## src/rtl/ilps_pkg.sv

```systemverilog
// Shared types and constants for the link parameter set generator
package ilps_pkg;

  // Link mode codes
  localparam logic [6:0] ILPS_MODE_8B_SC_8L = 7'h05;
  localparam logic [6:0] ILPS_MODE_8B_SC_16L = 7'h06;
  localparam logic [6:0] ILPS_MODE_8B_DC_8L = 7'h07;
  localparam logic [6:0] ILPS_MODE_8B_DC_16L = 7'h08;
  localparam logic [6:0] ILPS_MODE_64B_SC_4L = 7'h22;
  localparam logic [6:0] ILPS_MODE_64B_DC_4L = 7'h23;
  localparam logic [6:0] ILPS_MODE_64B_SC_8L = 7'h2C;
  localparam logic [6:0] ILPS_MODE_64B_DC_8L = 7'h2D;
  localparam logic [6:0] ILPS_MODE_64B_SC_16L = 7'h32;
  localparam logic [6:0] ILPS_MODE_64B_DC_16L = 7'h33;

  // Lanes per link
  localparam logic [3:0] ILPS_LANES_TWO = 4'h2;
  localparam logic [3:0] ILPS_LANES_FOUR = 4'h4;
  localparam logic [3:0] ILPS_LANES_EIGHT = 4'h8;
  localparam int ILPS_LANES_MAX = 8;

  // Field values common to every mode
  localparam logic [7:0] ILPS_F_MINUS_ONE = 8'h00;
  localparam logic [7:0] ILPS_M_MINUS_ONE = 8'h00;
  localparam logic [4:0] ILPS_N_MINUS_ONE = 5'h07;
  localparam logic [4:0] ILPS_NPRIME_MINUS_ONE = 5'h07;
  localparam logic [2:0] ILPS_JESDV = 3'h1;
  localparam logic [2:0] ILPS_SUBCLASSV = 3'h1;

  // Positions of the configuration octets in the sequence
  localparam logic [3:0] ILPS_OCT_DID = 4'h0;
  localparam logic [3:0] ILPS_OCT_ADJ_BID = 4'h1;
  localparam logic [3:0] ILPS_OCT_LID = 4'h2;
  localparam logic [3:0] ILPS_OCT_SCR_L = 4'h3;
  localparam logic [3:0] ILPS_OCT_F = 4'h4;
  localparam logic [3:0] ILPS_OCT_K = 4'h5;
  localparam logic [3:0] ILPS_OCT_M = 4'h6;
  localparam logic [3:0] ILPS_OCT_CS_N = 4'h7;
  localparam logic [3:0] ILPS_OCT_SUBC_NP = 4'h8;
  localparam logic [3:0] ILPS_OCT_JV_S = 4'h9;
  localparam logic [3:0] ILPS_OCT_HD_CF = 4'hA;
  localparam logic [3:0] ILPS_OCT_RES1 = 4'hB;
  localparam logic [3:0] ILPS_OCT_RES2 = 4'hC;
  localparam logic [3:0] ILPS_OCT_CHKSUM = 4'hD;

  // Cycles for a configuration change to reach the parameter outputs
  localparam logic [1:0] ILPS_SETTLE_CYCLES = 2'h3;

  typedef enum logic [1:0] {ILPS_IDLE, ILPS_SEND, ILPS_DONE} ilps_fsm_t;

  typedef struct packed {
    logic valid;
    logic enc64;
    logic single_channel;
    logic [3:0] lanes;
  } ilps_mode_t;

  typedef struct packed {
    logic [6:0] link_mode_select;
    logic [7:0] frames_per_multiframe_minus_one;
    logic [7:0] device_id;
    logic scrambler_enable;
  } ilps_cfg_t;

  typedef struct packed {
    logic [7:0] did;
    logic [3:0] adjcnt;
    logic [3:0] bid;
    logic adjdir;
    logic phadj;
    logic [4:0] lid;
    logic scr;
    logic [4:0] lm1;
    logic [7:0] fm1;
    logic [7:0] km1;
    logic [7:0] mm1;
    logic [1:0] cs;
    logic [4:0] nm1;
    logic [2:0] subclassv;
    logic [4:0] nprm1;
    logic [2:0] jesdv;
    logic [4:0] sm1;
    logic hd;
    logic [4:0] cf;
    logic [7:0] res1;
    logic [7:0] res2;
  } ilps_fields_t;

  typedef struct packed {
    logic link;
    logic [2:0] lane;
    logic [3:0] index;
    logic [7:0] octet;
  } ilps_word_t;

endpackage

```

## src/rtl/ilps_param_set.sv

```systemverilog
// Link parameter set generator: parameter fields, checksum, lane enables and alignment octet stream
`timescale 1ns/100ps
module ilps_param_set
  import ilps_pkg::*;
(
  input wire logic i_clock,
  input wire logic i_rst_n,
  input wire logic [6:0] i_link_mode_select,
  input wire logic [7:0] i_frames_per_multiframe_minus_one,
  input wire logic [7:0] i_device_id,
  input wire logic i_scrambler_enable,
  input wire logic i_link_enable,
  input wire logic i_word_ready,
  output logic o_word_valid,
  output ilps_word_t o_word,
  output logic o_ilas_busy,
  output logic o_ilas_done,
  output logic [15:0] o_lane_enable,
  output ilps_fields_t [1:0] o_link_fields,
  output logic [1:0][7:0] o_link_chksum,
  output logic o_enc_64b66b,
  output logic o_single_channel,
  output logic o_mode_invalid,
  output logic o_scramble_enable
);

  typedef struct packed {
    ilps_cfg_t cfg;
    logic [1:0] settle;
    ilps_fields_t [1:0] fields;
    logic [1:0][7:0] chk;
    logic [15:0] lane_en;
    logic enc64;
    logic single_channel;
    logic invalid;
    ilps_fsm_t fsm;
    logic link;
    logic [2:0] lane;
    logic [3:0] idx;
    logic done;
  } ilps_state_t;

  ilps_state_t st_reg;
  ilps_state_t st_next;
  ilps_cfg_t cfg_in;
  ilps_mode_t mode;
  ilps_fields_t lane_fields;
  ilps_word_t gen_word;
  logic [7:0] lane_mask;
  logic gen_valid;
  logic buf_ready;
  logic push;
  logic last_lane;

  function automatic logic [7:0] ilps_chksum(input ilps_fields_t f);
    logic [7:0] s;
    s = 8'h00;
    s = s + f.did;
    s = s + 8'(f.adjcnt) + 8'(f.bid) + 8'(f.adjdir) + 8'(f.phadj) + 8'(f.lid);
    s = s + 8'(f.scr) + 8'(f.lm1) + f.fm1 + f.km1 + f.mm1;
    s = s + 8'(f.cs) + 8'(f.nm1) + 8'(f.subclassv) + 8'(f.nprm1);
    s = s + 8'(f.jesdv) + 8'(f.sm1) + 8'(f.hd) + 8'(f.cf) + f.res1 + f.res2;
    return s;
  endfunction

  function automatic logic [7:0] ilps_octet(input ilps_fields_t f, input logic [3:0] idx);
    logic [7:0] o;
    o = 8'h00;
    case (idx)
      ILPS_OCT_DID: o = f.did;
      ILPS_OCT_ADJ_BID: o = {f.adjcnt, f.bid};
      ILPS_OCT_LID: o = {1'b0, f.adjdir, f.phadj, f.lid};
      ILPS_OCT_SCR_L: o = {f.scr, 2'b00, f.lm1};
      ILPS_OCT_F: o = f.fm1;
      ILPS_OCT_K: o = f.km1;
      ILPS_OCT_M: o = f.mm1;
      ILPS_OCT_CS_N: o = {f.cs, 1'b0, f.nm1};
      ILPS_OCT_SUBC_NP: o = {f.subclassv, f.nprm1};
      ILPS_OCT_JV_S: o = {f.jesdv, f.sm1};
      ILPS_OCT_HD_CF: o = {f.hd, 2'b00, f.cf};
      ILPS_OCT_RES1: o = f.res1;
      ILPS_OCT_RES2: o = f.res2;
      ILPS_OCT_CHKSUM: o = ilps_chksum(f);
      default: o = 8'h00;
    endcase
    return o;
  endfunction

  assign cfg_in.link_mode_select = i_link_mode_select;
  assign cfg_in.frames_per_multiframe_minus_one = i_frames_per_multiframe_minus_one;
  assign cfg_in.device_id = i_device_id;
  assign cfg_in.scrambler_enable = i_scrambler_enable;

  ilps_mode_rom u_mode_rom (
    .i_clock(i_clock),
    .i_rst_n(i_rst_n),
    .i_link_mode_select(st_reg.cfg.link_mode_select),
    .o_mode(mode)
  );

  generate
    for (genvar g = 0; g < ILPS_LANES_MAX; g++) begin : g_lane
      assign lane_mask[g] = mode.valid && (4'(g) < mode.lanes);
    end
  endgenerate

  always_comb begin
    lane_fields = st_reg.fields[st_reg.link];
    lane_fields.lid = 5'(st_reg.lane);
  end

  assign gen_valid = (st_reg.fsm == ILPS_SEND);
  assign gen_word.link = st_reg.link;
  assign gen_word.lane = st_reg.lane;
  assign gen_word.index = st_reg.idx;
  assign gen_word.octet = ilps_octet(lane_fields, st_reg.idx);
  assign push = gen_valid && buf_ready;
  assign last_lane = ({1'b0, st_reg.lane} == 4'(st_reg.fields[0].lm1));

  always_comb begin
    st_next = st_reg;
    st_next.cfg = cfg_in;

    // Hold off the sequence until a changed setting has reached every field
    if (cfg_in != st_reg.cfg) begin
      st_next.settle = ILPS_SETTLE_CYCLES;
    end else if (st_reg.settle != 2'h0) begin
      st_next.settle = st_reg.settle - 2'h1;
    end

    for (int k = 0; k < 2; k++) begin
      st_next.fields[k] = '0;
      st_next.fields[k].did = st_reg.cfg.device_id + 8'(k);
      st_next.fields[k].adjcnt = 4'h0;
      st_next.fields[k].adjdir = 1'b0;
      st_next.fields[k].bid = 4'h0;
      st_next.fields[k].hd = 1'b0;
      st_next.fields[k].cf = 5'h00;
      st_next.fields[k].res1 = 8'h00;
      st_next.fields[k].res2 = 8'h00;
      st_next.fields[k].cs = 2'h0;
      st_next.fields[k].scr = st_reg.cfg.scrambler_enable;
      st_next.fields[k].km1 = st_reg.cfg.frames_per_multiframe_minus_one;
      st_next.fields[k].lm1 = mode.valid ? 5'(mode.lanes - 4'h1) : 5'h00;
      st_next.fields[k].sm1 = mode.valid ? 5'(mode.lanes - 4'h1) : 5'h00;
      st_next.fields[k].fm1 = ILPS_F_MINUS_ONE;
      st_next.fields[k].nm1 = ILPS_N_MINUS_ONE;
      st_next.fields[k].mm1 = ILPS_M_MINUS_ONE;
      st_next.fields[k].nprm1 = ILPS_NPRIME_MINUS_ONE;
      st_next.fields[k].jesdv = ILPS_JESDV;
      st_next.fields[k].subclassv = ILPS_SUBCLASSV;
      st_next.chk[k] = ilps_chksum(st_next.fields[k]);
    end

    st_next.lane_en = {lane_mask, lane_mask};
    st_next.enc64 = mode.enc64;
    st_next.single_channel = mode.single_channel;
    st_next.invalid = !mode.valid;

    case (st_reg.fsm)
      ILPS_IDLE: begin
        st_next.done = 1'b0;
        st_next.link = 1'b0;
        st_next.lane = 3'h0;
        st_next.idx = 4'h0;
        if (i_link_enable && st_reg.settle == 2'h0 && mode.valid && !mode.enc64) begin
          st_next.fsm = ILPS_SEND;
        end
      end
      ILPS_SEND: begin
        if (!i_link_enable || st_reg.settle != 2'h0) begin
          // A setting change restarts the sequence so no lane mixes two sets
          st_next.fsm = ILPS_IDLE;
        end else if (push) begin
          // every octet, every lane, both links
          if (st_reg.idx != ILPS_OCT_CHKSUM) begin
            st_next.idx = st_reg.idx + 4'h1;
          end else begin
            st_next.idx = 4'h0;
            if (!last_lane) begin
              st_next.lane = st_reg.lane + 3'h1;
            end else begin
              st_next.lane = 3'h0;
              if (!st_reg.link) begin
                st_next.link = 1'b1;
              end else begin
                st_next.fsm = ILPS_DONE;
                st_next.done = 1'b1;
              end
            end
          end
        end
      end
      ILPS_DONE: begin
        if (!i_link_enable || st_reg.settle != 2'h0) begin
          st_next.fsm = ILPS_IDLE;
          st_next.done = 1'b0;
        end
      end
      default: st_next.fsm = ILPS_IDLE;
    endcase
  end

  always_ff @(posedge i_clock or negedge i_rst_n) begin
    if (!i_rst_n) begin
      st_reg <= '0;
    end else begin
      st_reg <= st_next;
    end
  end

  // Receiver stall backs up into the generator through buf_ready
  ilps_skid_buf u_buf (
    .i_clock(i_clock),
    .i_rst_n(i_rst_n),
    .i_in_valid(gen_valid),
    .i_in_data(gen_word),
    .o_in_ready(buf_ready),
    .o_out_valid(o_word_valid),
    .o_out_data(o_word),
    .i_out_ready(i_word_ready)
  );

  assign o_ilas_busy = (st_reg.fsm == ILPS_SEND);
  assign o_ilas_done = st_reg.done;
  assign o_lane_enable = st_reg.lane_en;
  assign o_link_fields = st_reg.fields;
  assign o_link_chksum = st_reg.chk;
  assign o_enc_64b66b = st_reg.enc64;
  assign o_single_channel = st_reg.single_channel;
  assign o_mode_invalid = st_reg.invalid;
  assign o_scramble_enable = st_reg.fields[0].scr;

  // Assertion helper: cycles since reset, saturating
  logic [1:0] warm_reg;
  always_ff @(posedge i_clock or negedge i_rst_n) begin
    if (!i_rst_n) begin
      warm_reg <= 2'h0;
    end else if (warm_reg != 2'h3) begin
      warm_reg <= warm_reg + 2'h1;
    end
  end
endmodule

```

## src/rtl/ilps_mode_rom.sv

```systemverilog
// Link mode decode into encoding, channel mode and lane count
`timescale 1ns/100ps
module ilps_mode_rom
  import ilps_pkg::*;
(
  input wire logic i_clock,
  input wire logic i_rst_n,
  input wire logic [6:0] i_link_mode_select,
  output ilps_mode_t o_mode
);

  typedef struct packed {
    ilps_mode_t mode;
  } ilps_rom_state_t;

  ilps_rom_state_t st_reg;
  ilps_rom_state_t st_next;

  always_comb begin
    st_next = st_reg;
    st_next.mode = '0;
    st_next.mode.valid = 1'b1;
    case (i_link_mode_select)
      ILPS_MODE_8B_SC_8L: begin
        st_next.mode.single_channel = 1'b1;
        st_next.mode.lanes = ILPS_LANES_FOUR;
      end
      ILPS_MODE_8B_SC_16L: begin
        st_next.mode.single_channel = 1'b1;
        st_next.mode.lanes = ILPS_LANES_EIGHT;
      end
      ILPS_MODE_8B_DC_8L: st_next.mode.lanes = ILPS_LANES_FOUR;
      ILPS_MODE_8B_DC_16L: st_next.mode.lanes = ILPS_LANES_EIGHT;
      ILPS_MODE_64B_SC_4L, ILPS_MODE_64B_SC_8L, ILPS_MODE_64B_SC_16L: begin
        st_next.mode.enc64 = 1'b1;
        st_next.mode.single_channel = 1'b1;
        st_next.mode.lanes = (i_link_mode_select == ILPS_MODE_64B_SC_4L) ? ILPS_LANES_TWO :
                             (i_link_mode_select == ILPS_MODE_64B_SC_8L) ? ILPS_LANES_FOUR : ILPS_LANES_EIGHT;
      end
      ILPS_MODE_64B_DC_4L, ILPS_MODE_64B_DC_8L, ILPS_MODE_64B_DC_16L: begin
        st_next.mode.enc64 = 1'b1;
        st_next.mode.lanes = (i_link_mode_select == ILPS_MODE_64B_DC_4L) ? ILPS_LANES_TWO :
                             (i_link_mode_select == ILPS_MODE_64B_DC_8L) ? ILPS_LANES_FOUR : ILPS_LANES_EIGHT;
      end
      // Reserved codes: no lanes, nothing advertised
      default: st_next.mode = '0;
    endcase
  end

  always_ff @(posedge i_clock or negedge i_rst_n) begin
    if (!i_rst_n) begin
      st_reg <= '0;
    end else begin
      st_reg <= st_next;
    end
  end

  assign o_mode = st_reg.mode;

endmodule

```

## src/rtl/ilps_skid_buf.sv

```systemverilog
// Two-entry buffer between the octet generator and the lane encoders
`timescale 1ns/100ps
module ilps_skid_buf
  import ilps_pkg::*;
(
  input wire logic i_clock,
  input wire logic i_rst_n,
  input wire logic i_in_valid,
  input ilps_word_t i_in_data,
  output logic o_in_ready,
  output logic o_out_valid,
  output ilps_word_t o_out_data,
  input wire logic i_out_ready
);

  typedef struct packed {
    logic head_valid;
    logic tail_valid;
    ilps_word_t head;
    ilps_word_t tail;
  } ilps_buf_state_t;

  ilps_buf_state_t st_reg;
  ilps_buf_state_t st_next;
  logic push;
  logic pop;

  // Ready only depends on the tail flop, so it never loops back combinationally
  assign push = i_in_valid && !st_reg.tail_valid;
  assign pop = st_reg.head_valid && i_out_ready;

  always_comb begin
    st_next = st_reg;
    if (pop) begin
      if (st_reg.tail_valid) begin
        st_next.head = st_reg.tail;
        st_next.tail_valid = 1'b0;
      end else begin
        st_next.head_valid = push;
        st_next.head = i_in_data;
      end
    end else if (push) begin
      if (!st_reg.head_valid) begin
        st_next.head_valid = 1'b1;
        st_next.head = i_in_data;
      end else begin
        st_next.tail_valid = 1'b1;
        st_next.tail = i_in_data;
      end
    end
  end

  always_ff @(posedge i_clock or negedge i_rst_n) begin
    if (!i_rst_n) begin
      st_reg <= '0;
    end else begin
      st_reg <= st_next;
    end
  end

  assign o_in_ready = !st_reg.tail_valid;
  assign o_out_valid = st_reg.head_valid;
  assign o_out_data = st_reg.head;

endmodule

```

## config.mk

```make
export PLATFORM = sky130hd
export DESIGN_NAME = ilps_param_set
export DESIGN_NICKNAME = d
export VERILOG_FILES = /design/src/rtl/ilps_pkg.sv /design/src/rtl/ilps_param_set.sv /design/src/rtl/ilps_mode_rom.sv /design/src/rtl/ilps_skid_buf.sv
export SDC_FILE = /design/constraint.sdc
export NUM_CORES = 1
export LEC_CHECK = 0
export ABC_AREA = 1
export BUFFER_PORTS_ARGS = -buffer_cell sky130_fd_sc_hd__buf_2
export CORE_ASPECT_RATIO = 0.75
export CORE_MARGIN = 4
export CORE_UTILIZATION = 32
export CTS_BUF_LIST = sky130_fd_sc_hd__clkbuf_4 sky130_fd_sc_hd__clkbuf_8 sky130_fd_sc_hd__clkbuf_16
export DETAILED_ROUTE_END_ITERATION = 10
export SLEW_MARGIN = 20
export SYNTH_ARGS = -nofsm -noshare
export SYNTH_HDL_FRONTEND = slang
export SYNTH_SLANG_ARGS = --single-unit
```

## constraint.sdc

```tcl
create_clock -name i_clock -period 2.85 [get_ports i_clock]
set_input_delay 0.57 -clock i_clock [delete_from_list [all_inputs] [get_ports i_clock]]
set_output_delay 0.57 -clock i_clock [all_outputs]
set_load 0.02 [all_outputs]
```

==> impl_metrics.csv, run 1 <==
group,metric,value,unit
routing,first_iter_violations,439,
global_routing,antenna_found_initial,1,
worst_setup_path,cpMostUsedCell,"nand2_1",
worst_setup_path,rr_startpoint,"gen_word[15]",
die,die_area,30300,µm²
logic_synthesis,yosysUniqueCellTypes,49,
routing,num_vias,6105,
clock_tree,clock_latency,420,ps
routing,drt_wl_total,21400,µm
routing,dr.pass1.iters,5,
worst_setup_path,worst_ep_required_time,3190,ps
die,dieWidth,200,µm
logic_synthesis,synth_top_area_cell,"dfrtp_1",
clock_tree,cts_buffer_depth,2,
pwr,leakagePower,5.21,nW
clock_tree,cts.sinks,132,
logic_synthesis,syn_area_per_cell,9.09,µm²
min_path,hold_path.class,"input port to async pin",
die,fp.dieH,152,µm
logic_synthesis,synthCells,969,
routing,ant_nets,0,
routing,drc,0,
clock_tree,hold_buffers,0,
cells_and_area,fin_nets,1167,
logic_synthesis,synth_enable_flop_cells,0,
global_routing,grt_remaining_overflow,0,
worst_setup_path,critPathTopFamily,"adder cells",
worst_setup_path,crit_type,"flip-flop to flip-flop",
placed_design,place_congestion,0.872,
placed_design,dpl.hpwl,17200,µm
run,cap_viol_max_count,0,
global_routing,grt_usage,13.8,%
worst_setup_path,slowest_stage,"fa_1",
clock_tree,htreeDepth,4,
cells_and_area,drive_gt1_share,31.7,%
worst_setup_path,cp-startpoint,"gen_word[15]",
logic_synthesis,synth_top_cell_area_share,37.5,%
sta,final_max_slew_viol_count,0,
cells_and_area,largest_register_ffs,31,
logic_synthesis,yosys_warnings,0,
global_routing,grt_pass1_vias,5699,
logic_synthesis,async_flop_share,100,%
sta,period_needed,2970,ps
worst_setup_path,start_kind,"flip-flop",
cells_and_area,antenna_cells,0,
logic_synthesis,ys_seq_area_share,37.5,%
sta,skew,9.23,ps
clock_tree,clk_pin_slew,60,ps
sta,hold_viol,0,
placed_design,io_buffers,152,
sta,tightest_slew,928,ps
pwr,finalPower,6.19,mW
die,num_io_pins,279,
clock_tree,clockRootBuffer,"clkbuf_16",
sta,min_period_over_period,104,%
sta,setup-tns-final,-688,ps
worst_setup_path,critPathBufInv,3,
global_routing,grt_max_degree,59,
logic_synthesis,synth_ff_type,"dfrtp_1",
sta,finalSetupViolations,9,
die,fp-row-count,52,
routing,wire_per_inst,14.9,µm
cells_and_area,syn_to_final_growth,14.0,%
clock_tree,cts_inserted_buffers,17,
logic_synthesis,synth.area.top_cells,"dfrtp_1, buf_4, ha_1",
pwr,ir_drop,0.382,mV
placed_design,dp_slack,-205,ps
sta,relSlewSlack,37.8,%
worst_setup_path,crit_path_end_kind,"flip-flop",
die,initial_core_util,32.5,%
worst_setup_path,crit_chain,"mux2i_4, fa_1, fa_1, inv_2, ha_4, fa_2, inv_2, nor3_2, nor2_2, inv_1, nand2_1, nand3_2, nand2_1, nand2_1, o21ai_1",
die,coreArea,27100,µm²
sta,rsz0062_at_grt,"yes",
clock_tree,cts_tree,"done",
run_status,violations,"negative setup slack",
pwr,power_density,616,nW/µm²
sta,layout_setup_ws,-122,ps
run_status,status,"finished with violations",
routing,viasPerCell,4.25,
logic_synthesis,netlist_area,8810,µm²
worst_setup_path,worstPathMaxFanout,3,
worst_setup_path,critPathMaxStageDelay,530,ps
worst_setup_path,r2r.worst_path.cells,15,
worst_setup_path,cp_num_cells,15,
logic_synthesis,ys_ff_latch,132,
global_routing,grt_pass1_wl,32000,µm
worst_setup_path,critPathArrivalTime,3310,ps
sta,fmax,0.336,GHz
-- cells in the final DEF (no fill, tap or decap), types with 10 or more instances in the layout --
cell type    n
buf_2      151
dfrtp_1    130
conb_1     127
nand2_1    122
inv_1       98
buf_4       58
nor2_1      42
nand3_1     32
xnor2_1     25
ha_1        25
a21oi_1     24
o21ai_0     23
fa_1        18
clkbuf_16   17
inv_2       15
xor2_1      14
ha_4        13
nand4_1     12
o21ai_2     10
-- per-layer routing --
metal | vias to the layer above | GRT usage, % | part of all wire, %
li1 | 2918 | - | -
met1 | 2969 | 20.7 | 48
met2 | 198 | 19.9 | 45
met3 | 18 | 3.54 | 6.8
met4 | 2 | 3.22 | 0.89
met5 | - | 0 | 0.061
-- cell type report --
type,count,area [µm²]
multi-input cells,591,3970
repair buffers,215,1280
well taps,351,439
clock buffers,20,454
flip-flops and latches,132,3310
clock inverters,10,134
inverters,118,457
fillers,2757,17000
-- synthesized netlist by cell type (5+ instances only) --
cell type / n
a21oi_1: 30
buf_4: 247
dfrtp_1: 132
fa_1: 24
ha_1: 40
inv_1: 109
inv_2: 5
nand2_1: 129
nand3_1: 38
nand4_1: 12
nor2_1: 47
nor3_1: 10
o21ai_0: 30
o21ai_2: 9
o22ai_1: 8
xnor2_1: 25
xor2_1: 16
-- path summary, 6_finish.rpt --
| path | to | slack (ps) |
|---|---|---|
| min in group i_clock | st_next[106] | 280 |
| max reg2reg | u_buf.st_reg[7] | -120 |
| max | u_buf.st_reg[7] | -120 |
| min reg2reg | o_single_channel | 370 |
| min | u_buf.o_out_data[15] | 80 |
| max in group asynchronous | u_buf.o_out_data[6] | 1980 |
-- through the flow --
| step | cells | instance area (µm²) | util, % | hold WS (ps) |
|---|---|---|---|---|
| after floorplan | 1094 | 9310 | - | 274 |
| after global placement | 1397 | 9020 | 33.3 | 339 |
| after detailed placement | 1397 | 9020 | 33.3 | 346 |
| after CTS | 1430 | 9750 | 36.0 | 94.3 |
| after global routing | 1437 | 10000 | 37.1 | 111 |
| final | 1437 | 10000 | 37.1 | 82.7 |
-- repair_timing --
action	4_1_cts	5_1_grt
gates resized for setup	24	53
endpoints found under the setup margin	18	18
pin swaps	17	36
setup buffers	3	9
-- logic make-up after synthesis --
| kind of cell | Yosys count | share of synthesized area [%] |
|---|---|---|
| AOI/OAI and AO/OA | 104 | 7.30 |
| other | 2 | 0.0853 |
| adders and majority gates | 64 | 11.1 |
| and+or+nand+nor | 251 | 12.7 |
| buffers and inverters | 371 | 26.7 |
| DFF | 132 | 37.5 |
| muxes | 4 | 0.469 |
| xor gates and xnor gates | 41 | 4.08 |
-- power breakdown --
| part | internal (mW) | total (mW) | switching [mW] |
|---|---|---|---|
| Combinational | 0.624 | 1.74 | 1.11 |
| Clock | 1.40 | 2.21 | 0.807 |
| Sequential | 2.11 | 2.24 | 0.136 |
(Power assumes the default switching activity.)
==> run 2: changes to the inputs <==
CORE_MARGIN = default   (was 4)
==> run 2 against run 1 <==
The flow still finishes with violations (negative setup slack). Highest routed layer is now met4. Largest cell class unchanged. Utilization is 0.27 points lower. Clock skew grew 2.5 ps. Power is 0.68% higher. Fmax grew 1.0%. Via count hardly changed.
==> impl_metrics.csv, run 2 (same netlist as run 1, synthesis figures left out) <==
group,metric,value,unit
placed_design,dp_slack,-167,ps
worst_setup_path,worstPathMaxFanout,3,
worst_setup_path,regToRegSetupSlack,-90,ps
routing,num_vias,6106,
cells_and_area,drive_gt1_share,30.5,%
routing,wire_per_inst,14.6,µm
routing,drc,0,
routing,first_iter_violations,372,
sta,min_period_over_period,103,%
clock_tree,cts.sinks,132,
cells_and_area,n_fill_cell,2722,
clock_tree,clk_pin_slew,70,ps
worst_setup_path,worst_ep_required_time,3180,ps
placed_design,io_buffers,152,
die,initial_core_util,32.6,%
worst_setup_path,rr_startpoint,"gen_word[15]",
routing,ant_nets,0,
global_routing,antenna_found_initial,0,
cells_and_area,regArea,3300,µm²
pwr,leakagePower,5.22,nW
sta,setup-tns-final,-517,ps
global_routing,grt_pass1_wl,32400,µm
clock_tree,clockRootBuffer,"clkbuf_16",
cells_and_area,largest_register_ffs,31,
global_routing,grt_max_degree,59,
pwr,power_density,627,nW/µm²
pwr,finalPower,6.23,mW
die,die_area,28200,µm²
sta,hold_viol,0,
die,dieWidth,194,µm
routing,dr.pass1.iters,5,
min_path,hold_path.class,"input port to async pin",
run,cap_viol_max_count,0,
worst_setup_path,start_kind,"flip-flop",
cells_and_area,final_cell_mix,"buf_2, dfrtp_1, conb_1, nand2_1, inv_1",
sta,relSlewSlack,52.0,%
worst_setup_path,crit_end,"u_buf.o_out_data[5]",
die,fp.dieH,146,µm
sta,fmax,0.340,GHz
sta,skew,11.7,ps
sta,finalSetupViolations,9,
clock_tree,cts_inserted_buffers,17,
cells_and_area,fin_nets,1168,
die,coreArea,27000,µm²
worst_setup_path,critPathArrivalTime,3270,ps
cells_and_area,syn_to_final_growth,12.9,%
sta,tightest_slew,713,ps
die,fp-row-count,52,
cells_and_area,antenna_cells,0,
sta,period_needed,2940,ps
sta,final_max_slew_viol_count,0,
cells_and_area,utilization,36.8,%
worst_setup_path,crit_chain,"mux2i_4, fa_1, fa_1, inv_1, ha_2, fa_2, inv_2, nor2_2, nor3_1, nand3b_1, nand3_1, nand3_1, nand2_1",
routing,drt_wl_total,21100,µm
routing,viasPerCell,4.24,
worst_setup_path,cp-startpoint,"gen_word[15]",
clock_tree,clock_latency,430,ps
global_routing,grt_remaining_overflow,0,
global_routing,grt_pass1_vias,5772,
worst_setup_path,r2r.worst_path.cells,13,
placed_design,dpl.hpwl,16500,µm
worst_setup_path,slowest_stage,"fa_1",
clock_tree,htreeDepth,4,
run_status,status,"finished with violations",
sta,fin_worst_hold_slack,124,ps
placed_design,place_congestion,0.868,
worst_setup_path,critPathMaxStageDelay,490,ps
worst_setup_path,r2r_end,"u_buf.o_out_data[5]",
pwr,ir_drop,0.425,mV
run_status,violations,"negative setup slack",
clock_tree,hold_buffers,0,
cells_and_area,multi_input_area,3890,µm²
clock_tree,cts_buffer_depth,2,
sta,layout_setup_ws,-92.8,ps
worst_setup_path,crit_type,"flip-flop to flip-flop",
die,num_io_pins,279,
cells_and_area,final_common_cell,"buf_2",
sta,rsz0062_at_grt,"yes",
clock_tree,cts_tree,"done",
global_routing,grt_usage,15.1,%
worst_setup_path,crit_path_end_kind,"flip-flop",
run 2: worst min path at each step:
| stage | end | cells after the start | from |
|---|---|---|---|
| finish | u_buf.o_out_data[10] | 1 | i_rst_n |
| global route | u_buf.o_out_valid | 1 | i_rst_n |
| CTS | st_reg[264] | 1 | i_rst_n |
| detailed placement | o_single_channel | 0 | u_mode_rom.o_mode[4] |
| global placement | o_single_channel | 0 | u_mode_rom.o_mode[4] |
| floorplan | gen_word[10] | 0 | i_rst_n |
run 2: through the flow:
stage	area, µm²	std cells
finish	9940	1440
detailed placement	9050	1402
global placement	9050	1402
CTS	9770	1437
floorplan	9310	1094
global route	9940	1440
run 2: layer usage:
metal | vias to the layer above | routed length (µm) | global-route usage, %
met5 | - | 0 | 0
met4 | 0 | 291 | 4.32
met3 | 25 | 1460 | 4.89
met2 | 180 | 9190 | 21.7
met1 | 2965 | 10100 | 21.4
li1 | 2936 | - | -
run 2: critical path: cells and delay by family (launching register included):
kind	cells	cell delay [ps]
multiplexers	1	260
adder cells (fa/ha/maj)	4	1500
flip-flops	1	430
AND/OR/NAND/NOR	6	510
buffers and inverters	2	130
run 2: final cells by class:
type / count / area share [%]
Tap cell: 351 / 4.42
Timing Repair Buffer: 216 / 12.6
Clock buffer: 19 / 4.56
Inverter: 118 / 4.56
Sequential cell: 132 / 33.2
Multi-Input combinational cell: 591 / 39.1
Clock inverter: 13 / 1.49
run 2: what timing repair did:
action / CTS / global route
pin swaps: 14 / 21
setup endpoints to repair: 17 / 19
endpoints found under the hold margin: 0 / 0
gates resized for setup: 17 / 41
buffers inserted: 3 / 4
run 2: report_power, final:
group / total (mW) / switching, mW / internal (mW)
Combinational: 1.72 / 1.10 / 0.617
Sequential: 2.24 / 0.134 / 2.10
Clock: 2.27 / 0.924 / 1.35
==> run 3: changes to the inputs <==
ABC_AREA = default   (was 1)
SKIP_LAST_GASP = 1   (was default)
==> run 3 against run 2 <==
The run still ends with negative setup slack left. Die area grew 0.28%. Fmax fell by 10%. Cell area grew 2.7%. Highest routed layer is now met5. Via count decreased by 4.1%. Area after synthesis up 0.28%. Global-route usage fell by 0.26 points. Hold slack worse by 20 ps. Count of clock-buffer cells in the layout is 1 higher. Combinational power fell by 12%. Critical path depth fell by 2. Clock power up 6%.
==> impl_metrics.csv, run 3 <==
group,metric,value,unit
logic_synthesis,synth_most_common_cell,"buf_4",
clock_tree,cts_tree,"done",
logic_synthesis,ys_seq_area_share,37.4,%
sta,setup-tns-final,-3810,ps
sta,final_max_slew_viol_count,0,
die,fp.dieH,146,µm
cells_and_area,fin_nets,1086,
cells_and_area,final_common_cell,"buf_2",
logic_synthesis,synth_top_area_cell,"dfrtp_1",
die,coreArea,27100,µm²
logic_synthesis,yosysUniqueCellTypes,66,
run_status,status,"finished with violations",
logic_synthesis,synth_enable_flop_cells,0,
run_status,violations,"negative setup slack",
sta,min_period_over_period,115,%
logic_synthesis,synth_simple_gate_area_share,9.79,%
cells_and_area,drive_gt1_share,35.0,%
clock_tree,htreeDepth,4,
cells_and_area,syn_to_final_growth,15.7,%
sta,layout_setup_ws,-430,ps
die,num_io_pins,279,
routing,dr.pass1.iters,5,
logic_synthesis,synthAdderAreaFrac,11.1,%
clock_tree,hold_buffers,0,
logic_synthesis,synth_xor_area_share,5.51,%
global_routing,use_met3,4.17,%
routing,viasPerCell,4.31,
routing,drt_wl_total,21000,µm
global_routing,top_usage_layer,"met1",
global_routing,antenna_found_initial,2,
global_routing,grtUsageMet2,21.5,%
routing,drc,0,
routing,ant_nets,0,
pwr,leakagePower,5.14,nW
clock_tree,cts.sinks,132,
routing,first_iter_violations,328,
placed_design,io_buffers,152,
logic_synthesis,netlist_area,8830,µm²
worst_setup_path,slowest_stage,"fa_1",
sta,relSlewSlack,49.1,%
worst_setup_path,critPathBufInv,1,
logic_synthesis,yosys_warnings,0,
die,fp-row-count,52,
placed_design,place_congestion,0.828,
die,die_area,28300,µm²
sta,fin_worst_hold_slack,103,ps
cells_and_area,regArea,3310,µm²
global_routing,grt_max_degree,54,
placed_design,dpl.hpwl,16000,µm
die,dieWidth,194,µm
cells_and_area,multi_input_area,4130,µm²
cells_and_area,largest_register_ffs,31,
worst_setup_path,crit_type,"flip-flop to flip-flop",
cells_and_area,n_fill_cell,2713,
clock_tree,cts_inserted_buffers,17,
worst_setup_path,worstPathMaxFanout,4,
sta,period_needed,3280,ps
pwr,power_density,594,nW/µm²
logic_synthesis,synth_compound_area_share,8.80,%
clock_tree,clock_latency,420,ps
logic_synthesis,synth_common_cells,"buf_4, dfrtp_1, inv_1",
sta,hold_viol,0,
worst_setup_path,critPathArrivalTime,3570,ps
min_path,hold_path.class,"input port to async pin",
logic_synthesis,ys_ff_latch,132,
die,initial_core_util,32.6,%
sta,skew,5.82,ps
logic_synthesis,synth_top_family_by_area,"buffers and inverters",
routing,num_vias,5856,
clock_tree,cts_buffer_depth,2,
run,cap_viol_max_count,0,
logic_synthesis,synth_top_cell_area_share,37.4,%
global_routing,grt_pass1_wl,31600,µm
clock_tree,clk_pin_slew,60,ps
logic_synthesis,synth_ff_type,"dfrtp_1",
global_routing,grt_remaining_overflow,0,
logic_synthesis,synthMuxAreaShare,1.88,%
routing,wire_per_inst,15.4,µm
global_routing,grt_usage,14.8,%
global_routing,grt_pass1_vias,5490,
worst_setup_path,critPathMaxStageDelay,530,ps
clock_tree,clockRootBuffer,"clkbuf_16",
logic_synthesis,async_flop_share,100,%
sta,fmax,0.305,GHz
worst_setup_path,critPathTopFamily,"adder cells",
worst_setup_path,crit_path_end_kind,"flip-flop",
cells_and_area,final_cell_mix,"buf_2, dfrtp_1, conb_1, buf_4, nand2_1",
logic_synthesis,synthCells,884,
worst_setup_path,worst_ep_required_time,3140,ps
worst_setup_path,rr_startpoint,"gen_word[15]",
worst_setup_path,start_kind,"flip-flop",
worst_setup_path,cp-startpoint,"gen_word[15]",
global_routing,use_met1,21.8,%
sta,rsz0062_at_grt,"yes",
logic_synthesis,synth.area.top_cells,"dfrtp_1, buf_4, ha_1",
sta,tightest_slew,764,ps
worst_setup_path,crit_chain,"mux2i_4, fa_1, fa_1, inv_2, ha_4, fa_2, a21o_1, a21oi_2, xnor2_2, a2111oi_4, o31ai_2",
pwr,ir_drop,0.387,mV
sta,finalSetupViolations,12,
logic_synthesis,syn_area_per_cell,9.99,µm²
worst_setup_path,cpMostUsedCell,"fa_1",
## run 3: cell types whose count changed after synthesis, sizes merged, moves of 6 or more
cell    previous run  this run
nand2b             0        11
mux2i              3        11
a31oi              3        11
nand3             38         6
nand2            130        62
nor2              51        29
and3               0         6
nand4             12         4
buf              252       264
a22oi              2         8
inv              117        64
xor2              16        27
a21oi             33        25
## run 3: path summary, 6_finish.rpt
check	endpoint	slack [ps]	depth (start not counted)
max in group asynchronous	gen_word[15]	2070	2
hold reg to reg	o_single_channel	350	0
min in group i_clock	st_reg[266]	270	1
setup reg to reg	u_buf.o_out_data[5]	-430	11
setup / recovery	u_buf.o_out_data[5]	-430	11
hold / removal	o_enc_64b66b	100	1
## run 3: cell families (layout without fill, tap and decap cells)
kind of cell	Yosys count	count (layout)
AOI/OAI and AO/OA	117	117
buffers and inverters	334	332
and+or+nand+nor	165	165
xor gates and xnor gates	54	54
other	2	129
adders and majority gates	64	64
DFF	132	132
muxes	16	16
## run 3: final cells by class
type,count,area share [%]
multi-input combinational,543,40.5
sequential,132,32.4
timing repair buffer,235,14.1
clock buffer,20,4.57
tap,351,4.30
inverter,65,2.40
clock inverter,12,1.74
antenna,2,0.0490
## run 3: power breakdown
part / total, mW / switching [mW] / leakage, nW / internal, mW
clock: 2.41 / 0.880 / 0.304 / 1.53
combinational: 1.51 / 0.912 / 3.20 / 0.601
sequential: 2.14 / 0.0972 / 1.64 / 2.04
total: 6.06 / 1.89 / 5.14 / 4.17
## run 3: stage by stage
stage	util (%)	power, mW	area, µm²	instances	setup WS [ps]
global placement	33.6	3.52	9090	1314	-428
floorplan	-	3.36	9340	1009	-399
detailed placement	33.6	3.53	9090	1314	-503
CTS	36.9	6.03	9990	1354	-440
finish	37.7	6.06	10200	1360	-430
global route	37.7	6.35	10200	1358	-563
## run 3: timing repair
action | in CTS | in global routing
setup endpoints to repair | 19 | 19
pin swaps | 26 | 27
gates resized for setup | 38 | 34
buffers inserted | 8 | 4
## run 3: metal layers
metal,up-vias,part of all wire (%)
met5,-,0.062
met4,2,0.88
met3,14,5.9
met2,185,44
met1,2891,49
li1,2764,-
